[src/sync_tx_pkg.sv]
// Package: register map, field positions and encodings for the sync transmitter
package sync_tx_pkg;
  // Register byte addresses on the AXI4-Lite bus
  localparam logic [7:0] ADDR_COMMAND = 8'h00;
  localparam logic [7:0] ADDR_RX_CTRL = 8'h0c;
  localparam logic [7:0] ADDR_LINE_MODE = 8'h10;
  localparam logic [7:0] ADDR_TX_CTRL = 8'h14;
  localparam logic [7:0] ADDR_SYNC_LOW = 8'h18;
  localparam logic [7:0] ADDR_SYNC_HIGH = 8'h1c;
  localparam logic [7:0] ADDR_MASTER_RESET = 8'h24;
  localparam logic [7:0] ADDR_SYNC_CRC_MISC = 8'h28;
  localparam logic [7:0] ADDR_TX_DATA = 8'h30;
  localparam logic [7:0] ADDR_STATUS = 8'h34;
  localparam int ADDR_W = 8;
  localparam logic [7:0] REG_RESET = 8'h00;
  // Command register: bits 7:6 code
  localparam int CMD_CODE_HI = 7;
  localparam int CMD_CODE_LO = 6;
  localparam logic [1:0] CMD_RESET_TX_CRC = 2'h2;
  // Master reset register: bits 7:6, any non-zero code resets the channel
  localparam int MRST_HI = 7;
  localparam int MRST_LO = 6;
  // Line mode register fields
  localparam int LM_PAR_EN = 0;
  localparam int LM_PAR_EVEN = 1;
  localparam int LM_STOP_LO = 2;
  localparam int LM_STOP_HI = 3;
  localparam int LM_SYNC_A = 4;
  localparam int LM_SYNC_B = 5;
  localparam int LM_CLK_LO = 6;
  localparam int LM_CLK_HI = 7;
  // Receive control register fields
  localparam int RC_RX_EN = 0;
  localparam int RC_AUTO_EN = 5;
  localparam int RC_LEN_LO = 6;
  localparam int RC_LEN_HI = 7;
  // Transmit control register fields
  localparam int TC_CRC_EN = 0;
  localparam int TC_RTS = 1;
  localparam int TC_CRC16 = 2;
  localparam int TC_TX_EN = 3;
  localparam int TC_LEN_LO = 5;
  localparam int TC_LEN_HI = 6;
  // Sync/CRC misc register fields
  localparam int SM_SYNC6 = 0;
  localparam int SM_PRESET = 7;
  // Character length codes to bit counts
  localparam logic [1:0] LEN_CODE_5 = 2'h0;
  localparam logic [1:0] LEN_CODE_7 = 2'h1;
  localparam logic [1:0] LEN_CODE_6 = 2'h2;
  localparam logic [4:0] BITS_5 = 5'h05;
  localparam logic [4:0] BITS_6 = 5'h06;
  localparam logic [4:0] BITS_7 = 5'h07;
  localparam logic [4:0] BITS_8 = 5'h08;
  localparam logic [4:0] BITS_16 = 5'h10;
  // CRC polynomials, bit-reversed for LSB-first shifting
  localparam logic [15:0] POLY_CRC16 = 16'ha001;
  localparam logic [15:0] POLY_CCITT = 16'h8408;
  localparam logic [15:0] CRC_ONES = 16'hffff;
  localparam logic [15:0] CRC_ZEROS = 16'h0000;
  localparam logic [1:0] RESP_OKAY = 2'h0;
  localparam logic [1:0] RESP_SLVERR = 2'h2;
  // Status register bit positions
  localparam int ST_BUF_EMPTY = 0;
  localparam int ST_ALL_SENT = 1;
  localparam int ST_CTS = 2;
  localparam int ST_TX_ACTIVE = 3;
  localparam int ST_CRC_LO = 16;
  typedef enum logic [2:0] {
    TX_MARK = 3'b001,
    TX_DATA = 3'b010,
    TX_SYNC = 3'b100
  } tx_state_t;
endpackage : sync_tx_pkg

[src/byte_sync_serial_transmitter.sv]
// Byte-synchronous serial transmitter with AXI4-Lite register access
// Contract
// Enable bits set last, after configuration
// Initialisation starts with master reset bits
// One line-mode write configures both directions
// Receive control holds length, auto enables
// Transmit control: length and request-to-send
// Six-bit sync uses low six bits
// Eight-bit sync sends low sync byte
// Sixteen-bit sync sends low then high
// Transmitter sync six/eight in external mode
// Clock mode forced zero outside external sync
// Both sync bits select external sync
// Sync low/high registers hold sync bytes
// Data right-justified, upper bits ignored
// Optional parity bit after data bits
// Polynomial select: CRC-16 or CCITT
// Preset bit chooses ones or zeros
// CRC reset only by software command
// CRC only when enabled, never sync
// CRC enable sampled at buffer load
// Request-to-send pin is inverted bit
// Clear-to-send gates transmitter under auto enables
// Empty buffer sends sync back to back
`timescale 1ns/100ps
`default_nettype none
module byte_sync_serial_transmitter (
  input wire logic ref_clk,
  input wire logic rst,
  input wire logic [sync_tx_pkg::ADDR_W-1:0] s_axi_awaddr,
  input wire logic s_axi_awvalid,
  output logic s_axi_awready,
  input wire logic [31:0] s_axi_wdata,
  input wire logic [3:0] s_axi_wstrb,
  input wire logic s_axi_wvalid,
  output logic s_axi_wready,
  output logic [1:0] s_axi_bresp,
  output logic s_axi_bvalid,
  input wire logic s_axi_bready,
  input wire logic [sync_tx_pkg::ADDR_W-1:0] s_axi_araddr,
  input wire logic s_axi_arvalid,
  output logic s_axi_arready,
  output logic [31:0] s_axi_rdata,
  output logic [1:0] s_axi_rresp,
  output logic s_axi_rvalid,
  input wire logic s_axi_rready,
  input wire logic txc,
  input wire logic cts_n,
  output logic txd,
  output logic rts_n
);
  import sync_tx_pkg::*;

  logic [7:0] line_mode_reg, rx_ctrl_reg, tx_ctrl_reg;
  logic [7:0] sync_low_reg, sync_high_reg, misc_reg, tx_buf_reg;
  logic buf_full_reg;
  logic aw_hold_reg, w_hold_reg;
  logic [7:0] awaddr_reg, wdata_reg;
  logic wstrb0_reg;
  logic awready_reg, wready_reg, bvalid_reg, arready_reg, rvalid_reg;
  logic [1:0] bresp_reg, rresp_reg;
  logic [31:0] rdata_reg;
  logic txc_s1_reg, txc_s2_reg, txc_s3_reg;
  logic cts_s1_reg, cts_s2_reg;
  logic txd_reg, rts_n_reg;
  // Serial engine state
  tx_state_t state_reg, state_next;
  logic [16:0] shift_reg, shift_next;
  logic [4:0] bits_left_reg, bits_left_next;
  logic [4:0] crc_bits_reg, crc_bits_next;
  logic crc_char_reg, crc_char_next;
  logic [15:0] crc_reg, crc_next;

  // Write decode
  // Only byte lane 0 carries a register; a write with that lane masked is answered, then dropped
  wire do_write = aw_hold_reg && w_hold_reg && !bvalid_reg;
  wire wr_lane = do_write && wstrb0_reg;
  wire wr_cmd = wr_lane && (awaddr_reg == ADDR_COMMAND);
  wire wr_rxc = wr_lane && (awaddr_reg == ADDR_RX_CTRL);
  wire wr_lm = wr_lane && (awaddr_reg == ADDR_LINE_MODE);
  wire wr_txc = wr_lane && (awaddr_reg == ADDR_TX_CTRL);
  wire wr_sl = wr_lane && (awaddr_reg == ADDR_SYNC_LOW);
  wire wr_sh = wr_lane && (awaddr_reg == ADDR_SYNC_HIGH);
  wire wr_mr = wr_lane && (awaddr_reg == ADDR_MASTER_RESET);
  wire wr_misc = wr_lane && (awaddr_reg == ADDR_SYNC_CRC_MISC);
  wire wr_data = wr_lane && (awaddr_reg == ADDR_TX_DATA);
  wire wr_mapped = (awaddr_reg == ADDR_COMMAND) || (awaddr_reg == ADDR_RX_CTRL)
    || (awaddr_reg == ADDR_LINE_MODE) || (awaddr_reg == ADDR_TX_CTRL)
    || (awaddr_reg == ADDR_SYNC_LOW) || (awaddr_reg == ADDR_SYNC_HIGH)
    || (awaddr_reg == ADDR_MASTER_RESET) || (awaddr_reg == ADDR_SYNC_CRC_MISC)
    || (awaddr_reg == ADDR_TX_DATA);
  // Master reset: channel or hardware reset clears all configuration
  wire chan_rst = wr_mr && (wdata_reg[MRST_HI:MRST_LO] != 2'h0);
  wire crc_cmd = wr_cmd && (wdata_reg[CMD_CODE_HI:CMD_CODE_LO] == CMD_RESET_TX_CRC);

  // Mode decode
  // Stop bits select async framing, which this block lacks: the loader then stays idle
  wire async_mode = (line_mode_reg[LM_STOP_HI:LM_STOP_LO] != 2'h0);
  wire ext_sync = line_mode_reg[LM_SYNC_A] && line_mode_reg[LM_SYNC_B];
  wire sync6 = misc_reg[SM_SYNC6];
  // Clock mode only matters in external sync; elsewhere it reads as zero
  wire [1:0] clk_mode = ext_sync ? line_mode_reg[LM_CLK_HI:LM_CLK_LO] : 2'h0;
  wire sync16 = line_mode_reg[LM_SYNC_A] && !line_mode_reg[LM_SYNC_B] && !sync6;
  wire [4:0] sync_bits = sync16 ? BITS_16 : (sync6 ? BITS_6 : BITS_8);
  wire [15:0] sync_pat = sync16 ? {sync_high_reg, sync_low_reg}
    : (sync6 ? {10'h000, sync_low_reg[5:0]} : {8'h00, sync_low_reg});
  wire auto_en = rx_ctrl_reg[RC_AUTO_EN];
  // With auto enables on, a high clear-to-send pin (line inactive) holds the transmitter off
  wire tx_enabled = tx_ctrl_reg[TC_TX_EN] && !(auto_en && cts_s2_reg);
  wire [1:0] len_code = tx_ctrl_reg[TC_LEN_HI:TC_LEN_LO];
  wire [4:0] char_bits = (len_code == LEN_CODE_5) ? BITS_5 : (len_code == LEN_CODE_7) ? BITS_7
    : (len_code == LEN_CODE_6) ? BITS_6 : BITS_8;
  // Bits above the character length are dropped
  wire [7:0] char_mask = 8'hff >> (4'h8 - char_bits[3:0]);
  wire [7:0] char_data = tx_buf_reg & char_mask;
  wire par_en = line_mode_reg[LM_PAR_EN];
  wire par_bit = line_mode_reg[LM_PAR_EVEN] ? (^char_data) : ~(^char_data);
  wire [16:0] par_shifted = {16'h0000, par_bit} << char_bits;
  wire [16:0] data_word = {9'h000, char_data} | (par_en ? par_shifted : 17'h00000);
  wire [4:0] data_bits = char_bits + {4'h0, par_en};
  wire [15:0] poly = tx_ctrl_reg[TC_CRC16] ? POLY_CRC16 : POLY_CCITT;
  wire [15:0] crc_preset = misc_reg[SM_PRESET] ? CRC_ONES : CRC_ZEROS;
  // Transmit clock falling edge: the line changes on it
  wire txc_fall = txc_s3_reg && !txc_s2_reg;
  wire char_done = (bits_left_reg <= 5'h01);
  wire crc_fb = shift_reg[0] ^ crc_reg[0];
  wire [15:0] crc_step = {1'b0, crc_reg[15:1]} ^ (crc_fb ? poly : 16'h0000);
  wire crc_bit_now = crc_char_reg && (state_reg == TX_DATA) && (crc_bits_reg != 5'h00);
  wire load_now = txc_fall && char_done && !async_mode;
  wire take_buf = load_now && tx_enabled && buf_full_reg;

  // Read decode; status flags are plain levels, nothing clears on read
  wire buf_empty = !buf_full_reg;
  // All sent also waits for the last data bit, so software knows when to drop the line
  wire all_sent = buf_empty && (state_reg != TX_DATA);
  wire tx_active = (state_reg != TX_MARK);
  wire [31:0] status_word = {crc_reg, 12'h000, tx_active, cts_s2_reg, all_sent, buf_empty};
  wire [31:0] rd_mux =
    (s_axi_araddr == ADDR_RX_CTRL) ? {24'h000000, rx_ctrl_reg} :
    (s_axi_araddr == ADDR_LINE_MODE) ? {24'h000000, line_mode_reg[7:6] & clk_mode,
      line_mode_reg[5:0]} :
    (s_axi_araddr == ADDR_TX_CTRL) ? {24'h000000, tx_ctrl_reg} :
    (s_axi_araddr == ADDR_SYNC_LOW) ? {24'h000000, sync_low_reg} :
    (s_axi_araddr == ADDR_SYNC_HIGH) ? {24'h000000, sync_high_reg} :
    (s_axi_araddr == ADDR_SYNC_CRC_MISC) ? {24'h000000, misc_reg} :
    (s_axi_araddr == ADDR_STATUS) ? status_word : 32'h00000000;
  wire rd_mapped = (s_axi_araddr == ADDR_RX_CTRL) || (s_axi_araddr == ADDR_LINE_MODE)
    || (s_axi_araddr == ADDR_TX_CTRL) || (s_axi_araddr == ADDR_SYNC_LOW)
    || (s_axi_araddr == ADDR_SYNC_HIGH) || (s_axi_araddr == ADDR_SYNC_CRC_MISC)
    || (s_axi_araddr == ADDR_STATUS);

  // Serial engine next state
  // Loads happen only at a character boundary, so a mode change never cuts a character
  always_comb begin
    state_next = state_reg;
    shift_next = shift_reg;
    bits_left_next = bits_left_reg;
    crc_bits_next = crc_bits_reg;
    crc_char_next = crc_char_reg;
    crc_next = crc_reg;
    if (txc_fall) begin
      if (crc_bit_now) begin
        crc_next = crc_step;
        crc_bits_next = crc_bits_reg - 5'h01;
      end
      shift_next = {1'b1, shift_reg[16:1]};
      bits_left_next = (bits_left_reg == 5'h00) ? 5'h00 : bits_left_reg - 5'h01;
      if (load_now) begin
        if (take_buf) begin
          state_next = TX_DATA;
          shift_next = data_word;
          bits_left_next = data_bits;
          crc_bits_next = char_bits;
          crc_char_next = tx_ctrl_reg[TC_CRC_EN];
        end else if (tx_enabled) begin
          // Idle fill is sync, never counted in the CRC
          state_next = TX_SYNC;
          shift_next = {1'b0, sync_pat};
          bits_left_next = sync_bits;
          crc_bits_next = 5'h00;
          crc_char_next = 1'b0;
        end else begin
          state_next = TX_MARK;
          shift_next = {17{1'b1}};
          bits_left_next = 5'h00;
          crc_char_next = 1'b0;
        end
      end
    end
    // The CRC is only ever preset by command
    // A command beats a same-cycle CRC bit: software asked for a fresh start
    if (crc_cmd) begin
      crc_next = crc_preset;
    end
  end

  // Pin synchronisers; the link clock drifts freely against ref_clk
  // A third stage on the bit clock yields a clean falling-edge strobe at one cycle's cost
  // The bit clock must stay well below half of ref_clk for every edge to be seen
  always_ff @(posedge ref_clk) begin
    txc_s1_reg <= txc;
    txc_s2_reg <= txc_s1_reg;
    txc_s3_reg <= txc_s2_reg;
    cts_s1_reg <= cts_n;
    cts_s2_reg <= cts_s1_reg;
  end

  // Configuration registers
  // Nothing here orders the setup: software must set the enable bits last
  always_ff @(posedge ref_clk) begin
    if (rst || chan_rst) begin
      line_mode_reg <= REG_RESET;
      rx_ctrl_reg <= REG_RESET;
      tx_ctrl_reg <= REG_RESET;
      sync_low_reg <= REG_RESET;
      sync_high_reg <= REG_RESET;
      misc_reg <= REG_RESET;
    end else begin
      if (wr_lm) line_mode_reg <= wdata_reg;
      if (wr_rxc) rx_ctrl_reg <= wdata_reg;
      if (wr_txc) tx_ctrl_reg <= wdata_reg;
      if (wr_sl) sync_low_reg <= wdata_reg;
      if (wr_sh) sync_high_reg <= wdata_reg;
      if (wr_misc) misc_reg <= wdata_reg;
    end
  end

  // Transmit buffer: a new write wins over the load that empties it
  // Writing a full buffer overwrites the waiting byte; poll buffer empty first
  always_ff @(posedge ref_clk) begin
    if (rst || chan_rst) begin
      buf_full_reg <= 1'b0;
      tx_buf_reg <= REG_RESET;
    end else begin
      if (wr_data) tx_buf_reg <= wdata_reg;
      if (wr_data) buf_full_reg <= 1'b1;
      else if (take_buf) buf_full_reg <= 1'b0;
    end
  end

  // Serial engine registers; a disabled transmitter still finishes its character
  always_ff @(posedge ref_clk) begin
    if (rst || chan_rst) begin
      state_reg <= TX_MARK;
      shift_reg <= {17{1'b1}};
      bits_left_reg <= 5'h00;
      crc_bits_reg <= 5'h00;
      crc_char_reg <= 1'b0;
      crc_reg <= CRC_ZEROS;
    end else begin
      state_reg <= state_next;
      shift_reg <= shift_next;
      bits_left_reg <= bits_left_next;
      crc_bits_reg <= crc_bits_next;
      crc_char_reg <= crc_char_next;
      crc_reg <= crc_next;
    end
  end

  // Output pins
  // Both pins come straight from flops so decode never glitches the line
  always_ff @(posedge ref_clk) begin
    if (rst) begin
      txd_reg <= 1'b1;
      rts_n_reg <= 1'b1;
    end else begin
      // A channel reset marks the line at once rather than finishing the character
      txd_reg <= chan_rst ? 1'b1 : shift_next[0];
      rts_n_reg <= ~(chan_rst ? 1'b0 : (wr_txc ? wdata_reg[TC_RTS] : tx_ctrl_reg[TC_RTS]));
    end
  end

  // AXI4-Lite write channel
  // Address and data may come in either order; each ready drops once its beat is held
  // and returns only with the response, so one write at most is ever in flight
  always_ff @(posedge ref_clk) begin
    if (rst) begin
      aw_hold_reg <= 1'b0;
      w_hold_reg <= 1'b0;
      awaddr_reg <= 8'h00;
      wdata_reg <= 8'h00;
      wstrb0_reg <= 1'b0;
      awready_reg <= 1'b1;
      wready_reg <= 1'b1;
      bvalid_reg <= 1'b0;
      bresp_reg <= RESP_OKAY;
    end else begin
      if (s_axi_awvalid && awready_reg) begin
        aw_hold_reg <= 1'b1;
        awaddr_reg <= s_axi_awaddr;
        awready_reg <= 1'b0;
      end
      if (s_axi_wvalid && wready_reg) begin
        w_hold_reg <= 1'b1;
        wdata_reg <= s_axi_wdata[7:0];
        wstrb0_reg <= s_axi_wstrb[0];
        wready_reg <= 1'b0;
      end
      if (do_write) begin
        aw_hold_reg <= 1'b0;
        w_hold_reg <= 1'b0;
        bvalid_reg <= 1'b1;
        bresp_reg <= wr_mapped ? RESP_OKAY : RESP_SLVERR;
      end
      if (bvalid_reg && s_axi_bready) begin
        bvalid_reg <= 1'b0;
        awready_reg <= 1'b1;
        wready_reg <= 1'b1;
      end
    end
  end

  // AXI4-Lite read channel
  // The read mux looks at the live address, so data is captured on the taking edge
  always_ff @(posedge ref_clk) begin
    if (rst) begin
      arready_reg <= 1'b1;
      rvalid_reg <= 1'b0;
      rdata_reg <= 32'h00000000;
      rresp_reg <= RESP_OKAY;
    end else if (s_axi_arvalid && arready_reg) begin
      arready_reg <= 1'b0;
      rvalid_reg <= 1'b1;
      rdata_reg <= rd_mux;
      rresp_reg <= rd_mapped ? RESP_OKAY : RESP_SLVERR;
    end else if (rvalid_reg && s_axi_rready) begin
      rvalid_reg <= 1'b0;
      arready_reg <= 1'b1;
    end
  end

  assign s_axi_awready = awready_reg;
  assign s_axi_wready = wready_reg;
  assign s_axi_bvalid = bvalid_reg;
  assign s_axi_bresp = bresp_reg;
  assign s_axi_arready = arready_reg;
  assign s_axi_rvalid = rvalid_reg;
  assign s_axi_rdata = rdata_reg;
  assign s_axi_rresp = rresp_reg;
  assign txd = txd_reg;
  assign rts_n = rts_n_reg;
endmodule : byte_sync_serial_transmitter
`default_nettype wire

[config.mk]
export PLATFORM = sky130hd
export DESIGN_NAME = byte_sync_serial_transmitter
export DESIGN_NICKNAME = d
export VERILOG_FILES = /design/src/sync_tx_pkg.sv /design/src/byte_sync_serial_transmitter.sv
export SDC_FILE = /design/constraint.sdc
export NUM_CORES = 1
export LEC_CHECK = 0
export BUFFER_PORTS_ARGS = -buffer_cell sky130_fd_sc_hd__buf_2
export CAP_MARGIN = 25
export CORE_MARGIN = 5
export CORE_UTILIZATION = 55
export DETAILED_ROUTE_END_ITERATION = 8
export PLACE_DENSITY = 0.77
export SETUP_SLACK_MARGIN = 0.2
export SLEW_MARGIN = 40
export SYNTH_ARGS = -nofsm -noshare
export SYNTH_HDL_FRONTEND = slang
export SYNTH_SLANG_ARGS = --single-unit
export TNS_END_PERCENT = 50
[constraint.sdc]
create_clock -name ref_clk -period 2.52 [get_ports ref_clk]
set_clock_uncertainty 0.15 [all_clocks]
set_input_delay 0.378 -clock ref_clk [delete_from_list [all_inputs] [get_ports ref_clk]]
set_output_delay 0.378 -clock ref_clk [all_outputs]
set_load 0.005 [all_outputs]
After elaboration in Yosys (flattened, before gate mapping) --
Cells that the tools add are included. W data, S select, Z words.
Storage, ports and cells: register bits after elaboration 171, input bits 61, logic and storage cells 188
Cells by class: $add $sub $neg 4, magnitude comparators 1, eq/ne operators 21, shift-type cells 2, muxes and demuxes 48, bitwise logic cells 7, reduce and logical (&&, ||, !) cells 70
Operators by type and width (count):
- $mux W32 | 7
- $mux W16 | 6
- $mux W17 | 4
- $eq A8 B5 Y1 const B | 8
- $mux W5 | 9
- $eq A8 B6 Y1 const B | 5
- $logic_and A1 B1 Y1 | 32
- $or A8 B17 Y17 | 1
- $shl A1 B4 Y17 | 1
- $eq A8 B4 Y1 const B | 2
- $mux W4 | 4
- $xor A15 B16 Y16 | 1
- $logic_or A1 B1 Y1 | 15
- $mux W14 | 1
- $reduce_bool A2 Y1 | 6
- $mux W1 | 11
- $sub A5 B1 Y5 const B | 2
- $and A8 B8 Y8 | 1
- $logic_not A8 Y1 | 1
- $mux W8 | 1
- $reduce_xor A8 Y1 | 1
- $shr A8 B4 Y8 const A | 1
- $logic_not A1 Y1 | 7
- $mux W2 | 3
- other kinds (17) | 23

Longest topological paths before layout --
depth in word-level cells 16, mapped depth 10, mapped depth without buffers 9

Worst setup path before layout --
Ideal clock, no wire load.
path kind register -> register, start point reg crc_bits_reg[0], end point reg crc_reg[0], library setup time 0.122 ns, arrival time 1.924 ns, required time 2.248 ns, slack 0.325 ns, stages on the path, launching flop included 10, path buffers 3, clock period less this slack 2.195 ns, cells stage by stage dfxtp_1 -> inv_1 -> ha_1 -> or4b_4 -> and3_4 -> buf_6 -> buf_2 -> buf_2 -> o2111ai_1 -> a21oi_1
Between the ends: longest elaborated chain between the ends 4
RTL lines:
- from (decl) | line byte_sync_serial_transmitter.sv:70 | logic [4:0] crc_bits_reg, crc_bits_next;
- from (signal assigned) | line byte_sync_serial_transmitter.sv:254 | crc_bits_reg <= crc_bits_next;
- $reduce_bool A5 Y1 | line byte_sync_serial_transmitter.sv:128 | wire crc_bit_now = crc_char_reg && (state_reg == TX_DATA) && (crc_bits_reg != 5'h00);
- $logic_and A1 B1 Y1 | line byte_sync_serial_transmitter.sv:128
- $reduce_bool A2 Y1 (no source line)
- $reduce_and A2 Y1 (no source line)
- to (signal assigned) | line byte_sync_serial_transmitter.sv:256 | crc_reg <= crc_next;
- to (decl) | line byte_sync_serial_transmitter.sv:72 | logic [15:0] crc_reg, crc_next;
No other way between the ends. A chain may end at the register's enable or synchronous reset.

Worst setup path after layout --
Ends and elaborated chain as after synthesis.

==> key figures <==
Hold path
  • Hold Path Class: primary input to flip-flop

CTS
  • Clk pin slew, worst setup/hold paths: about 60 ps
  • Clock buffer depth: 2
  • CTS tree: built
  • TritonCTS Buffers: 17
  • TritonCTS Sinks: between 150 and 200
  • H-tree Lvls: 4
  • Clock network latency to the later pin of the worst-skew pair: about 430 ps
  • Root Driver: clkbuf_16

Detailed routing
  • Antenna Nets Post-Route: 0
  • Detailed Routing Iterations Pass 1: 6
  • Via count: ~6800
  • DRC violations left: 0
  • 1st-iter DRT viols: 702
  • Drt total wl: 20.4 mm
  • DR vias/cell: a little under 6
  • Routed WL per cell: approximately 18 microns

Place
  • IO buf count: 66
  • GPL Wtd Cong: just under 1
  • Final HPWL DP: roughly 14 mm

STA
  • Pins Over Slew Limit: 0
  • Post-route setup TNS: 0 ps
  • Hold WS: 28.8 ps
  • Setup-failing EPs final: 0
  • RSZ-0062 raised after global routing: true
  • Final period util: roughly 90%
  • Worst slew margin: between 40% and 50%
  • Fmax: 442 MHz
  • Hold Vio Cnt, Final: 0
  • Slew @ Worst Pin: between 800 and 900 ps
  • Min cycle time layout: about 2300 ps

Setup path
  • CP endpoint kind: flip-flop
  • Max FO, Critical Path: 12
  • Worst path arrival time: around 2500 ps
  • Startpoint types: flip-flop
  • Crit path required time: between 2000 and 3000 ps
  • Kind of critical path: flip-flop to flip-flop

Layout
  • Max FFs per register: 24
  • # fillers: approximately 1100
  • Fin nets: ~1000
  • Synthesis-to-layout area growth: 17.0%
  • ANT cells: 0
  • Share of layout cells above drive strength 1: between 10% and 20%

Global route
  • Overall routing resource usage: 25.2%
  • Gr ovfl total: 0
  • Vias in the first global route: 6173
  • Initial antenna violation count: 0
  • Largest net degree at the start of global routing: 64
  • First-pass GRT wire length: 32.2 mm

Power and ir drop
  • Power Density: between 600 and 700 nW/um^2
  • Leakage power: around 0.0034 uW
  • Final total power: just under 6000 uW
  • Max VDD drop: between 0.5 and 0.6 mV

Run status
  • Status: finished clean

Synth
  • Async SR Flop Fraction: 0%
  • Post-synthesis sequential area ratio: 42.7%
  • EDFF count, synth: 0
  • Mapped Area: 7500 sq um
  • Cells after synthesis: 909
  • Netlist cell types: between 70 and 80
  • Synth Area per Inst: slightly above 8 sq um
  • #FFs+latches synth: 160
  • Yosys warns: 0
  • Top_reg_cell synth: dfxtp_1

Floorplanning
  • I/O pin cnt: roughly 100
  • Core area: approximately 13000 sq um
  • Core Rows: 42
  • Die Height: ~130 microns
  • Initial core utilization: between 50 and 60%
  • Die area: between 15000 and 20000 sq um
  • Die width: roughly 130 microns

Flow run
  • Number of violations of the max-capacitance limit: 0
==> routing by layer <==
layer / up-vias / wire length, microns / track usage [%]
met5: - / 21 / 0
met4: 2 / 568 / 8.52
met3: 49 / 1620 / 7.27
li1: 3308 / - / -
met2: 270 / 9300 / 39.0
met1: 3181 / 8860 / 33.8
==> critical path, stage by stage, from the launching register on <==
cell       delay, ps
dfxtp_1          310
inv_1             80
ha_1             180
or4b_4           480
and3_4           260
and4_4           210
o32ai_2          230
o2111ai_1        140
a21oi_1          150
==> cell usage after synthesis, types with 4 or more instances <==
library cell	count	area (sq um)
o21ai_0	46	230
a31oi_1	4	25.0
nor2_1	105	394
mux2i_1	53	531
or4_1	4	30.0
buf_2	17	85.1
nor3_1	10	50.1
a21oi_1	104	521
and2_1	4	25.0
and3b_1	4	35.0
xnor2_1	9	78.8
o22ai_1	4	25.0
a221oi_1	11	96.3
nand3_1	47	235
a211oi_1	5	37.5
ha_1	10	125
nor2b_1	12	75.1
xor2_1	5	43.8
and3_1	6	37.5
buf_4	10	75.1
clkbuf_1	48	180
o31ai_1	6	45.0
nand2b_1	9	56.3
a22oi_1	20	150
inv_1	20	75.1
nand4_1	5	31.3
dfxtp_1	160	3200
nand2_1	104	390
nor4_1	4	25.0
==> worst paths after layout <==
check,start,end,slack (ps),cells past startpoint
max,crc_bits_reg[0],crc_reg[0],260,8
min,s_axi_wdata[1],wdata_reg[1],30,3
max reg2reg,crc_bits_reg[0],crc_reg[0],260,8
min reg2reg,cts_s1_reg,cts_s2_reg,180,0
==> power breakdown <==
group	total [uW]	leakage (uW)	switching, uW	internal [uW]
sequential	2640	0.00130	60.9	2580
clock	2820	0.000309	1020	1800
combinational	378	0.00181	235	143
==> metrics by stage <==
step | instances | utilization, % | area, sq um | setup WS (ps)
6_report | 1155 | 66.0 | 8780 | 256
5_1_grt | 1155 | 66.0 | 8780 | 146
4_1_cts | 1153 | 65.5 | 8710 | 208
3_5_place_dp | 1119 | 60.4 | 8040 | 191
3_3_place_gp | 1119 | 60.4 | 8040 | 211
2_1_floorplan | 918 | - | 7540 | 325
==> area by class of cell <==
cell class / instances / area (sq um) / area share, %
multi-input cells: 659 / 3960 / 45.1
flip-flops and latches: 160 / 3200 / 36.5
repair buffers: 107 / 671 / 7.64
clock buffers: 21 / 460 / 5.24
well taps: 176 / 220 / 2.51
clock inverters: 10 / 184 / 2.09
inverters: 22 / 82.6 / 0.940
==> kinds of logic after synthesis <==
| kind of cell | Yosys count | synth area share, % |
|---|---|---|
| AOI/OAI and AO/OA | 236 | 19.3 |
| buffers and inverters | 99 | 5.84 |
| muxes | 54 | 7.22 |
| xor gates and xnor gates | 14 | 1.63 |
| adders and majority gates | 11 | 1.93 |
| and+or+nand+nor | 334 | 21.3 |
| DFF | 160 | 42.7 |
| other | 1 | 0.0500 |
==> placed cells by master (no fill, tap or decap), types with 5 or more instances in the layout <==
| master | count |
|---|---|
| o21ai_0 | 46 |
| clkbuf_16 | 17 |
| nor2b_1 | 11 |
| a22oi_1 | 20 |
| nand4_1 | 5 |
| nand2b_1 | 9 |
| inv_1 | 18 |
| nor3_1 | 10 |
| conb_1 | 10 |
| nor2_1 | 105 |
| bufinv_16 | 5 |
| buf_2 | 66 |
| xor2_1 | 5 |
| xnor2_1 | 8 |
| mux2i_1 | 52 |
| and3_1 | 6 |
| buf_4 | 36 |
| ha_1 | 8 |
| nand2_1 | 103 |
| a221oi_1 | 11 |
| nand3_1 | 47 |
| a21oi_1 | 104 |
| dfxtp_1 | 159 |
| a211oi_1 | 5 |
==> timing repair <==
item	4_1_cts	5_1_grt
setup endpoints to repair	2	12
hold buffers	3	0
pin swaps	0	5
gates resized for setup	1	13
endpoints found under the hold margin	3	0
buffers inserted	0	2
(Power assumes the default switching activity.)
